File: src/shared/cpx_pkg.sv
// Purpose: Shared constants and types for the CPU execute slice.
// Assumes: One clock; operand modes use the 4-bit addressing-mode field.
// Notes:   Cycle and byte figures are minimums before memory wait states.
package cpx_pkg;
   localparam int DW   = 16;             // Data path width
   localparam int BW   = 8;              // Byte width
   localparam int NREG = 6;              // R0..R3, then the two address registers
   localparam int CNT_W = 4;             // Cycle counter width
   localparam int BYT_W = 3;             // Instruction length width

   // Register file indices
   localparam logic [2:0] IDX_A0   = 3'h4;
   localparam logic [2:0] NREG_SEL = 3'h6;

   // Addressing-mode field boundaries
   localparam logic [3:0] MODE_AN_LO    = 4'h4;
   localparam logic [3:0] MODE_MEM_LO   = 4'h6;
   localparam logic [3:0] MODE_DSP8_LO  = 4'h8;
   localparam logic [3:0] MODE_DSP16_LO = 4'hC;

   // Flag register bit positions
   localparam int FLG_C = 0;
   localparam int FLG_D = 1;
   localparam int FLG_Z = 2;
   localparam int FLG_S = 3;
   localparam int FLG_B = 4;
   localparam int FLG_O = 5;
   localparam int FLG_I = 6;
   localparam int FLG_U = 7;

   localparam logic [7:0] FLAGS_RST = 8'h00;
   localparam logic [2:0] IPL_RST   = 3'h0;

   // Minimum execution cycles
   localparam logic [CNT_W-1:0] CNT_ONE      = 4'h1;
   localparam logic [CNT_W-1:0] CYC_ABS_REG  = 4'h3;
   localparam logic [CNT_W-1:0] CYC_ABS_MEM  = 4'h5;
   localparam logic [CNT_W-1:0] CYC_IMM_REG  = 4'h2;
   localparam logic [CNT_W-1:0] CYC_IMM_MEM  = 4'h4;
   localparam logic [CNT_W-1:0] CYC_RR       = 4'h2;
   localparam logic [CNT_W-1:0] CYC_WAIT     = 4'h1;
   localparam logic [CNT_W-1:0] CYC_UND      = 4'h1;

   // Instruction lengths in bytes
   localparam logic [BYT_W-1:0] BYT_ZERO    = 3'h0;
   localparam logic [BYT_W-1:0] BYT_ABS     = 3'h2;
   localparam logic [BYT_W-1:0] BYT_IMM     = 3'h3;
   localparam logic [BYT_W-1:0] BYT_RR      = 3'h2;
   localparam logic [BYT_W-1:0] BYT_SHORT   = 3'h1;
   localparam logic [BYT_W-1:0] DSP8_BYTES  = 3'h1;
   localparam logic [BYT_W-1:0] DSP16_BYTES = 3'h2;

   typedef enum logic [2:0] {
      OP_TST, OP_UND, OP_WAIT, OP_SWAP, OP_XOR, OP_ABS, OP_ADC
   } cpx_op_t;
endpackage

File: src/shared/cpx_alu_if.sv
// Purpose: Carries operands and results between sequencer and ALU.
// Assumes: ALU is purely combinational.
// Notes:   Flag results come as a value plus a mask of touched bits.
`timescale 1ns/100ps
interface cpx_alu_if;
   import cpx_pkg::*;
   cpx_op_t         op;                  // Operation
   logic            wide;                // 16-bit operation
   logic [DW-1:0]   src;                 // Source operand
   logic [DW-1:0]   dst;                 // Destination operand
   logic            c_in;                // Carry in
   logic [DW-1:0]   res;                 // Result
   logic [7:0]      fmask;               // Flags touched
   logic [7:0]      fval;                // New flag values
   modport ctl (output op, wide, src, dst, c_in, input res, fmask, fval);
   modport alu (input op, wide, src, dst, c_in, output res, fmask, fval);
endinterface

File: src/rtl/cpx_alu.sv
// Purpose: Result and flag logic for the execute slice.
// Assumes: Byte operands arrive zero-extended.
// Notes:   No state; the sequencer registers everything.
`timescale 1ns/100ps
module cpx_alu
   import cpx_pkg::*;
(
   cpx_alu_if.alu bus                    // Operand and result bundle
);
   // Result, then flags from the sized result
   always_comb begin
      logic [DW:0]   sum;
      logic [DW-1:0] r;
      logic          neg;
      logic          msb;
      sum = '0;
      msb = 1'h0;
      r   = bus.dst;
      neg = bus.wide ? bus.dst[DW-1] : bus.dst[BW-1];
      bus.fmask = '0;
      bus.fval  = '0;
      case (bus.op)
         OP_TST: begin
            r = bus.src & bus.dst;
            bus.fmask[FLG_S] = 1'h1;
            bus.fmask[FLG_Z] = 1'h1;
         end
         OP_XOR: begin
            r = bus.src ^ bus.dst;
            bus.fmask[FLG_S] = 1'h1;
            bus.fmask[FLG_Z] = 1'h1;
         end
         OP_SWAP: r = bus.src;
         OP_ABS: begin
            r = neg ? DW'(~bus.dst + 1'h1) : bus.dst;
            bus.fmask[FLG_O] = 1'h1;
            bus.fmask[FLG_S] = 1'h1;
            bus.fmask[FLG_Z] = 1'h1;
         end
         OP_ADC: begin
            sum = {1'h0, bus.src} + {1'h0, bus.dst} + {{DW{1'h0}}, bus.c_in};
            r = sum[DW-1:0];
            bus.fmask[FLG_O] = 1'h1;
            bus.fmask[FLG_S] = 1'h1;
            bus.fmask[FLG_Z] = 1'h1;
            bus.fmask[FLG_C] = 1'h1;
         end
         default: r = bus.dst;
      endcase
      // Byte results keep the upper byte clear
      if (!bus.wide) begin
         r = {{BW{1'h0}}, r[BW-1:0]};
      end
      msb = bus.wide ? r[DW-1] : r[BW-1];
      bus.res = r;
      bus.fval[FLG_S] = msb;
      bus.fval[FLG_Z] = (r == '0);
      bus.fval[FLG_C] = bus.wide ? sum[DW] : sum[BW];
      if (bus.op == OP_ABS) begin
         bus.fval[FLG_O] = neg && msb;   // Only the most negative value stays negative
      end else begin
         bus.fval[FLG_O] = bus.wide
            ? (bus.src[DW-1] == bus.dst[DW-1]) && (msb != bus.src[DW-1])
            : (bus.src[BW-1] == bus.dst[BW-1]) && (msb != bus.src[BW-1]);
      end
   end
endmodule

File: src/rtl/cpx_exec.sv
// Purpose: Execute sequencer for test, trap, wait, swap, xor, abs and adc.
// Assumes: Memory operands are fetched outside and offered with START.
// Notes:   Registers, flags and priority level live here; reached by plain ports.
//
// Notes on behaviour
// - Test ANDs both operands, sets flags, stores nothing.
// - Test sets sign flag from result top bit.
// - Test sets zero flag on zero result; other flags kept.
// - Undefined opcode raises the undefined-instruction interrupt.
// - That interrupt ignores interrupt enable and priority level.
// - Taking it clears stack select, interrupt enable and debug flags.
// - Wait halts execution until resumed; flags unchanged.
// - Halt ends on interrupt above current level, or on reset.
// - Swap exchanges source and destination in one instruction.
// - Byte swap into address register zero-extends; low byte goes back.
// - Xor combines source and destination, result into destination.
// - Byte xor into address register works zero-extended on 16 bits.
// - Byte xor from address register uses its low byte only.
// - Xor sets sign and zero flags; others kept.
// - Cycle counts are minimums; memory wait states stretch them.
// - Abs takes 3 cycles to register, 5 to memory; 2 bytes plus.
// - Immediate adc takes 2 cycles register, 4 memory; 3 bytes base.
// - Word immediate adc is one byte longer.
// - Operand adc takes 2 cycles, plus one per memory operand.
`timescale 1ns/100ps
module cpx_exec
   import cpx_pkg::*;
(
   input  logic            CLK,                    // Core clock, 25 MHz
   input  logic            RST,                    // Sync reset, high
   input  logic            START,                  // Issue instruction
   input  cpx_op_t         OPCODE,                 // Instruction
   input  logic            SIZE_W,                 // Word size when high
   input  logic [3:0]      SRC_MODE,               // Source addressing mode
   input  logic [3:0]      DST_MODE,               // Destination addressing mode
   input  logic            SRC_IMM,                // Source is immediate
   input  logic [DW-1:0]   IMM_DATA,               // Immediate value
   input  logic [DW-1:0]   MEM_SRC_DATA,           // Source memory operand
   input  logic [DW-1:0]   MEM_DST_DATA,           // Destination memory operand
   input  logic            MEM_WAIT,               // Memory wait state
   input  logic            IRQ_REQ,                // Interrupt request
   input  logic [2:0]      IRQ_LEVEL,              // Request priority
   input  logic            REG_WR,                 // Load a register
   input  logic [2:0]      REG_WR_SEL,             // Register to load
   input  logic [DW-1:0]   REG_WR_DATA,            // Load value
   input  logic            FLAG_WR,                // Load flag register
   input  logic [7:0]      FLAG_WR_DATA,           // Flag load value
   input  logic            IPL_WR,                 // Load priority level
   input  logic [2:0]      IPL_WR_DATA,            // Priority load value
   input  logic [2:0]      REG_RD_SEL,             // Register to show
   output logic            BUSY,                   // Instruction executing
   output logic            DONE,                   // Instruction retired
   output logic            HALTED,                 // Core stopped by wait
   output logic            UND_TRAP,               // Undefined-instruction interrupt
   output logic            IRQ_ACK,                // Interrupt woke the core
   output logic            BAD_OPERAND,            // Swap with illegal source
   output logic            MEM_WR,                 // Destination memory write
   output logic [DW-1:0]   MEM_WR_DATA,            // Memory write data
   output logic [BYT_W-1:0] INSN_BYTES,            // Instruction length
   output logic [CNT_W-1:0] INSN_CYCLES,           // Minimum cycle count
   output logic [7:0]      FLAGS,                  // Flag register
   output logic [2:0]      CURRENT_PRIORITY_LEVEL, // Interrupt priority level
   output logic [DW-1:0]   REG_RD_DATA             // Selected register
);

   typedef enum logic [1:0] {ST_IDLE, ST_EXEC, ST_HALT} cpx_fsm_t;

   typedef struct packed {
      cpx_fsm_t                    fsm;
      logic [CNT_W-1:0]            cnt;
      cpx_op_t                     op;
      logic                        wide;
      logic                        size_w;
      logic [3:0]                  src_mode;
      logic [3:0]                  dst_mode;
      logic [DW-1:0]               srcv;
      logic [DW-1:0]               dstv;
      logic [NREG-1:0][DW-1:0]     regs;
      logic [7:0]                  flags;
      logic [2:0]                  current_priority_level;
      logic                        busy;
      logic                        done;
      logic                        halted;
      logic                        trap;
      logic                        ack;
      logic                        bad;
      logic                        mem_wr;
      logic [DW-1:0]               mem_wr_data;
      logic [BYT_W-1:0]            bytes;
      logic [CNT_W-1:0]            cycles;
      logic [DW-1:0]               rd_data;
   } cpx_state_t;

   cpx_state_t       s;
   cpx_state_t       next_s;
   logic [7:0]       upd_flags;
   logic             dst_an;
   logic             eff_w;
   logic             src_mem;
   logic             dst_mem;
   logic [DW-1:0]    src_val;
   logic [DW-1:0]    dst_val;
   logic [CNT_W-1:0] start_cyc;
   logic [BYT_W-1:0] start_byt;

   cpx_alu_if alu_bus();

   cpx_alu u_alu (
      .bus (alu_bus)
   );

   // Operand read; byte reads of address registers see only the low byte
   function automatic logic [DW-1:0] rd_opnd(
      input logic [3:0]              m,
      input logic                    w,
      input logic [NREG-1:0][DW-1:0] rg,
      input logic [DW-1:0]           md
   );
      logic [DW-1:0] v;
      v = md;
      if (m < MODE_AN_LO) begin
         if (w) begin
            v = rg[m[1:0]];
         end else begin
            v = m[0] ? {{BW{1'h0}}, rg[m[1]][DW-1:BW]} : rg[m[1]];
         end
      end else if (m < MODE_MEM_LO) begin
         v = rg[IDX_A0 + 3'(m[0])];
      end
      if (!w) begin
         v = {{BW{1'h0}}, v[BW-1:0]};
      end
      return v;
   endfunction

   // Register write; address registers always take all 16 bits
   function automatic logic [NREG-1:0][DW-1:0] wr_reg(
      input logic [NREG-1:0][DW-1:0] rg,
      input logic [3:0]              m,
      input logic                    w,
      input logic [DW-1:0]           v
   );
      logic [NREG-1:0][DW-1:0] r;
      r = rg;
      if (m < MODE_AN_LO) begin
         if (w) begin
            r[m[1:0]] = v;
         end else if (m[0]) begin
            r[m[1]][DW-1:BW] = v[BW-1:0];
         end else begin
            r[m[1]][BW-1:0] = v[BW-1:0];
         end
      end else if (m < MODE_MEM_LO) begin
         r[IDX_A0 + 3'(m[0])] = v;
      end
      return r;
   endfunction

   // Extra displacement or address bytes of a mode
   function automatic logic [BYT_W-1:0] dsp_bytes(input logic [3:0] m);
      if (m >= MODE_DSP16_LO) begin
         return DSP16_BYTES;
      end else if (m >= MODE_DSP8_LO) begin
         return DSP8_BYTES;
      end
      return BYT_ZERO;
   endfunction

   // Minimum cycles before any wait state
   function automatic logic [CNT_W-1:0] min_cycles(
      input cpx_op_t op,
      input logic    imm,
      input logic    ms,
      input logic    md
   );
      case (op)
         OP_ABS:  return md ? CYC_ABS_MEM : CYC_ABS_REG;
         OP_WAIT: return CYC_WAIT;
         OP_UND:  return CYC_UND;
         default: begin
            if (imm) begin
               return md ? CYC_IMM_MEM : CYC_IMM_REG;
            end
            return CYC_RR + CNT_W'(ms) + CNT_W'(md);
         end
      endcase
   endfunction

   // Instruction length in bytes
   function automatic logic [BYT_W-1:0] insn_len(
      input cpx_op_t    op,
      input logic       imm,
      input logic       w,
      input logic [3:0] sm,
      input logic [3:0] dm
   );
      case (op)
         OP_ABS:  return BYT_ABS + dsp_bytes(dm);
         OP_WAIT: return BYT_SHORT;
         OP_UND:  return BYT_SHORT;
         OP_SWAP: return BYT_RR + dsp_bytes(dm);
         default: begin
            if (imm) begin
               return BYT_IMM + dsp_bytes(dm) + BYT_W'(w);
            end
            return BYT_RR + dsp_bytes(sm) + dsp_bytes(dm);
         end
      endcase
   endfunction

   // Decode of the instruction on offer
   assign dst_an  = (DST_MODE >= MODE_AN_LO) && (DST_MODE < MODE_MEM_LO);
   assign eff_w   = SIZE_W || dst_an;
   assign src_mem = !SRC_IMM && (SRC_MODE >= MODE_MEM_LO);
   assign dst_mem = DST_MODE >= MODE_MEM_LO;
   assign src_val = SRC_IMM
      ? (SIZE_W ? IMM_DATA : {{BW{1'h0}}, IMM_DATA[BW-1:0]})
      : rd_opnd(SRC_MODE, SIZE_W, s.regs, MEM_SRC_DATA);
   assign dst_val   = rd_opnd(DST_MODE, eff_w, s.regs, MEM_DST_DATA);
   assign start_cyc = min_cycles(OPCODE, SRC_IMM, src_mem, dst_mem);
   assign start_byt = insn_len(OPCODE, SRC_IMM, SIZE_W, SRC_MODE, DST_MODE);

   // ALU sees only latched operands, so no path from ports to results
   assign alu_bus.op   = s.op;
   assign alu_bus.wide = s.wide;
   assign alu_bus.src  = s.srcv;
   assign alu_bus.dst  = s.dstv;
   assign alu_bus.c_in = s.flags[FLG_C];

   // Untouched flags keep their value
   assign upd_flags = (s.flags & ~alu_bus.fmask) | (alu_bus.fval & alu_bus.fmask);

   // Next state
   always_comb begin
      next_s        = s;
      next_s.done   = 1'h0;
      next_s.trap   = 1'h0;
      next_s.ack    = 1'h0;
      next_s.bad    = 1'h0;
      next_s.mem_wr = 1'h0;
      next_s.rd_data = (REG_RD_SEL < NREG_SEL) ? s.regs[REG_RD_SEL] : '0;
      case (s.fsm)
         ST_IDLE: begin
            // Loads only while idle, so a running instruction sees stable state
            if (REG_WR && (REG_WR_SEL < NREG_SEL)) begin
               next_s.regs[REG_WR_SEL] = REG_WR_DATA;
            end
            if (FLAG_WR) begin
               next_s.flags = FLAG_WR_DATA;
            end
            if (IPL_WR) begin
               next_s.current_priority_level = IPL_WR_DATA;
            end
            if (START) begin
               if ((OPCODE == OP_SWAP) && (SRC_IMM || (SRC_MODE >= MODE_AN_LO))) begin
                  next_s.bad = 1'h1;
               end else begin
                  next_s.op       = OPCODE;
                  next_s.size_w   = SIZE_W;
                  next_s.wide     = eff_w;
                  next_s.src_mode = SRC_MODE;
                  next_s.dst_mode = DST_MODE;
                  next_s.srcv     = src_val;
                  next_s.dstv     = dst_val;
                  next_s.cnt      = start_cyc;
                  next_s.cycles   = start_cyc;
                  next_s.bytes    = start_byt;
                  next_s.busy     = 1'h1;
                  next_s.fsm      = ST_EXEC;
               end
            end
         end
         ST_EXEC: begin
            // A wait state freezes the count, stretching the instruction
            if (!MEM_WAIT) begin
               if (s.cnt > CNT_ONE) begin
                  next_s.cnt = s.cnt - CNT_ONE;
               end else begin
                  next_s.busy = 1'h0;
                  next_s.done = 1'h1;
                  next_s.fsm  = ST_IDLE;
                  case (s.op)
                     OP_TST: begin
                        next_s.flags = upd_flags;
                     end
                     OP_XOR, OP_ADC, OP_ABS: begin
                        next_s.flags = upd_flags;
                        if (s.dst_mode >= MODE_MEM_LO) begin
                           next_s.mem_wr      = 1'h1;
                           next_s.mem_wr_data = alu_bus.res;
                        end else begin
                           next_s.regs = wr_reg(s.regs, s.dst_mode, s.wide, alu_bus.res);
                        end
                     end
                     OP_SWAP: begin
                        // Both halves land together; flags stay as they were
                        if (s.dst_mode >= MODE_MEM_LO) begin
                           next_s.mem_wr      = 1'h1;
                           next_s.mem_wr_data = alu_bus.res;
                           next_s.regs = wr_reg(s.regs, s.src_mode, s.size_w, s.dstv);
                        end else begin
                           next_s.regs = wr_reg(
                              wr_reg(s.regs, s.dst_mode, s.wide, alu_bus.res),
                              s.src_mode, s.size_w, s.dstv);
                        end
                     end
                     OP_UND: begin
                        // Taken with no look at enable or level
                        next_s.trap         = 1'h1;
                        next_s.flags[FLG_U] = 1'h0;
                        next_s.flags[FLG_I] = 1'h0;
                        next_s.flags[FLG_D] = 1'h0;
                     end
                     OP_WAIT: begin
                        next_s.halted = 1'h1;
                        next_s.fsm    = ST_HALT;
                     end
                     default: begin
                        next_s.fsm = ST_IDLE;
                     end
                  endcase
               end
            end
         end
         ST_HALT: begin
            // Only a strictly higher level wakes the core; reset also does
            if (IRQ_REQ && (IRQ_LEVEL > s.current_priority_level)) begin
               next_s.ack    = 1'h1;
               next_s.halted = 1'h0;
               next_s.fsm    = ST_IDLE;
            end
         end
         default: begin
            next_s.fsm = ST_IDLE;
         end
      endcase
   end

   // State register; reset restarts a halted core
   always_ff @(posedge CLK) begin
      if (RST) begin
         s       <= '0;
         s.fsm   <= ST_IDLE;
         s.flags <= FLAGS_RST;
         s.current_priority_level   <= IPL_RST;
      end else begin
         s <= next_s;
      end
   end

   // Outputs straight from the state register
   assign BUSY                   = s.busy;
   assign DONE                   = s.done;
   assign HALTED                 = s.halted;
   assign UND_TRAP               = s.trap;
   assign IRQ_ACK                = s.ack;
   assign BAD_OPERAND            = s.bad;
   assign MEM_WR                 = s.mem_wr;
   assign MEM_WR_DATA            = s.mem_wr_data;
   assign INSN_BYTES             = s.bytes;
   assign INSN_CYCLES            = s.cycles;
   assign FLAGS                  = s.flags;
   assign CURRENT_PRIORITY_LEVEL = s.current_priority_level;
   assign REG_RD_DATA            = s.rd_data;
endmodule

File: config.mk
export PLATFORM = sky130hd
export DESIGN_NAME = cpx_exec
export DESIGN_NICKNAME = d
export VERILOG_FILES = /design/src/shared/cpx_pkg.sv /design/src/shared/cpx_alu_if.sv /design/src/rtl/cpx_alu.sv /design/src/rtl/cpx_exec.sv
export SDC_FILE = /design/constraint.sdc
export NUM_CORES = 1
export LEC_CHECK = 0
export BUFFER_PORTS_ARGS = -buffer_cell sky130_fd_sc_hd__buf_2
export CAP_MARGIN = 20
export CORE_MARGIN = 10
export CORE_UTILIZATION = 62
export DETAILED_ROUTE_END_ITERATION = 16
export PLACE_DENSITY = 0.82
export SLEW_MARGIN = 10
export SYNTH_ARGS = -nofsm -noshare
export SYNTH_HDL_FRONTEND = slang
export SYNTH_HIERARCHICAL = 1
export SYNTH_SLANG_ARGS = --single-unit
File: constraint.sdc
create_clock -name CLK -period 3.6 [get_ports CLK]
set_input_delay 0.36 -clock CLK [delete_from_list [all_inputs] [get_ports CLK]]
set_output_delay 0.36 -clock CLK [all_outputs]
set_load 0.02 [all_outputs]
==> summary.md <==
| Metric | Value |
|---|---|
| Status | `completed` |
| Post-synthesis area per instance | `a little over 8 um2` |
| First-pass GRT wire length | `between 100 and 150 mm` |
| CP Launch Type | `flip-flop` |
| Power per cell area | `391 mW/mm2` |
| WP data arrival | `approximately 3.9 ns` |
| Pre-CTS setup slack | `-0.00772 ns` |
| # diodes | `0` |
| DRT met1 WL | `25.6 mm` |
| Final nets | `approximately 2.3k` |
| Clock Skew | `between 0.01 and 0.015 ns` |
| Total CTS buffers | `25` |
| Synth area leaders | `dfxtp_1, mux2i_1, mux4_2` |
| Async S/R FF share, synth | `0%` |
| Minimum clock period | `roughly 3.5 ns` |
| Initial antenna violation count | `0` |
| Reg power frac | `33.9%` |
| Post-synthesis sequential area ratio | `23.4%` |
| Root buffer cell | `clkbuf_16` |
| Drc violations | `0` |
| Worst ir drop on vdd | `between 300 and 400 uV` |
| RePlAce Congestion | `1.07` |
| Starting Density | `between 60% and 70%` |
| Worst hold-check path type | `primary input to flip-flop` |
| Area leader, netlist | `dfxtp_1` |
| Iter 0 DRT Violations | `between 4k and 5k` |
| Hpwl dp | `between 50 and 60 mm` |
| Io pins | `162` |
| Yosys top cell area share | `23.4%` |
| Max H-tree Level | `1` |
| Leading cell types in the layout, fill and taps excluded | `nor2_1, dfxtp_1, buf_2, mux2i_1, nand2_1` |
| Post-synthesis register bit count | `around 200` |
| Most common cell after layout, fill and taps aside | `nor2_1` |
| Vias/cell | `about 7.4` |
| Std cell rows | `61` |
| Die area | `about 0.035 mm2` |
| WL met2 | `31.8 mm` |
| Tcrit/Tclk final | `96.4%` |
| # hold bufs at CTS | `0` |
| Worst hold margin | `roughly 0.065 ns` |
| First-pass DRT Iterations | `8` |
| Wire per inst | `approximately 28 um` |
| Slew margin rel. | `a little over a third` |
| Total Power | `~7500 uW` |
| CTS tree | `yes` |
| Critical path class | `flip-flop to flip-flop` |
| Post-synth EDFFs | `0` |
| Unique masters post-synth | `96` |
| Netlist Area Pre-Place | `between 0.015 and 0.02 mm2` |
| Share of layout cells above drive strength 1 | `between 20% and 30%` |
| Clock transition at path regs | `about 0.060 ns` |
| Synth-to-Final Area Change | `11.1%` |
| WL final | `around 74 mm` |
| Worst skew pair latency | `between 0.5 and 0.6 ns` |
| Leakage | `between 0.007 and 0.008 uW` |
| GRT Util Overall | `roughly two fifths` |
| Final Util | `69.6%` |
| Worst-Margin Slew | `0.975 ns` |
| Die Span X | `187 um` |
| Highest routed layer | `met4` |
| Cell Int Power | `between 4000 and 5000 uW` |
| Longest Clk Path Bufs | `3` |
| CP Max Fanout | `15` |
| Comb pwr share | `28.8%` |
| Vias | `slightly below 20k` |
| Setup ws final | `between 0.1 and 0.15 ns` |
| Total gr overflow | `0` |
| Dpl cells | `about 2.6k` |
| # setup viols final | `0` |
| Mapped Cells | `between 2k and 2.5k` |
| I/O Buffers | `160` |
| Core area | `~0.028 mm2` |
| Max-cap viol count | `0` |
| Net Sw Frac | `35.7%` |
| Synthesis Warnings | `6` |
| Synth Flop Type | `dfxtp_1` |
| Met3 wire length | `around 11 mm` |
| Layout Cells excl Fill | `between 2k and 3k` |
| Pins Over Slew Limit | `0` |
| ANT nets after route | `0` |
| Achievable Freq | `slightly below 300 MHz` |
| # clock sinks | `approximately 200` |
| Largest net degree at the start of global routing | `111` |
| Clock power share | `between 30% and 40%` |
| Height of the die | `about 190 um` |
| Vias in the first global route | `around 18k` |
| Net Switching | `roughly 2700 uW` |
| Crit path capture type | `flip-flop` |
| Count of final hold-check violations | `0` |
| Worst path required time | `between 3 and 4 ns` |
through the flow:
| step | cell area, um2 | setup TNS [ns] |
|---|---|---|
| after global placement | 18300 | 0 |
| after global routing | 19300 | -0.00227 |
| final | 19300 | 0 |
| after detailed placement | 18300 | -0.00772 |
| after floorplan | 17400 | 0 |
| after CTS | 19200 | 0 |
power groups by stage:
stage	clock (uW)	combinational [uW]	sequential, uW
6_report	2810	2170	2550
5_1_grt	2890	2260	2560
4_1_cts	2790	2040	2530
3_5_place_dp	0	2020	2580
3_3_place_gp	0	2000	2570
2_1_floorplan	0	1390	2510
layout make-up:
| class | count | area, um2 |
|---|---|---|
| flip-flops and latches | 203 | 4070 |
| fillers | 2262 | 8410 |
| inverters | 56 | 210 |
| multi-input cells | 1640 | 11800 |
| clock inverters | 13 | 204 |
| repair buffers | 289 | 1810 |
| clock buffers | 33 | 696 |
| well taps | 378 | 473 |
worst paths after layout:
kind	startpoint	end	slack (ns)	cells past startpoint
worst max-delay path	alu_bus.dst[0]	s[71]	0.13	16
worst min-delay path	IPL_WR_DATA[2]	CURRENT_PRIORITY_LEVEL[2]	0.06	3
worst max register to register	alu_bus.dst[0]	s[71]	0.13	16
worst min register to register	flip-flop	flip-flop	0.46	2
worst max-delay path, cell delays in order (launching register included):
cell      delay (ns)
dfxtp_1         0.37
buf_4           0.31
inv_1           0.12
ha_1            0.26
nor3b_1         0.16
buf_4           0.18
a41oi_1         0.30
xnor2_1         0.16
nor2_1          0.06
o21ai_0         0.15
o211ai_1        0.11
buf_4           0.19
a22o_1          0.20
a222oi_1        0.40
a311oi_1        0.09
nor2_1          0.17
a211oi_2        0.08
synthesized netlist by cell type, drive strengths merged, types with 11 or more instances:
library cell	n
a31oi	17
buf	138
nor3	121
a22oi	42
nand3	21
nand2	131
clkbuf	109
mux2	34
a21oi	128
nor4	13
nor2	272
o22ai	108
a221oi	11
nand3b	15
o221ai	28
nor2b	28
inv	55
o21ai	95
o211ai	20
o31ai	14
or2	12
a211oi	114
nand2b	23
dfxtp	203
ha	27
a22o	20
mux4	56
mux2i	135
state kept, by name (all words and copies together), names as in the netlist, 3 cells and up, named ones only:
name and count:
s 111, MEM_WR_DATA 16, REG_RD_DATA 16, alu_bus.dst 16
alu_bus.src 16, CURRENT_PRIORITY_LEVEL 3, FLAGS 3, INSN_BYTES 3
INSN_CYCLES 3, alu_bus.op 3
repair_timing:
action,CTS,global route
endpoints found under the setup margin,1,12
buffers inserted,0,3
gates resized for setup,0,16
pin swaps,1,11
metal layers:
layer,vias up,global-route usage [%]
li1,8161,-
met1,8985,48.1
met2,1717,60.3
met3,450,12.8
met4,0,24.2
met5,-,0
cells by family after synthesis:
logic type	Yosys count	synth area share, %
AO/OA/AOI/OAI	684	27.9
multiplexers	225	17.3
flip-flops	203	23.4
other	2	0.0432
AND/OR/NAND/NOR	677	19.4
buffers and inverters	303	9.00
adder cells (fa/ha/maj)	29	2.18
XOR/XNOR	16	0.850
No activity file was read; power rests on OpenSTA's default activity.
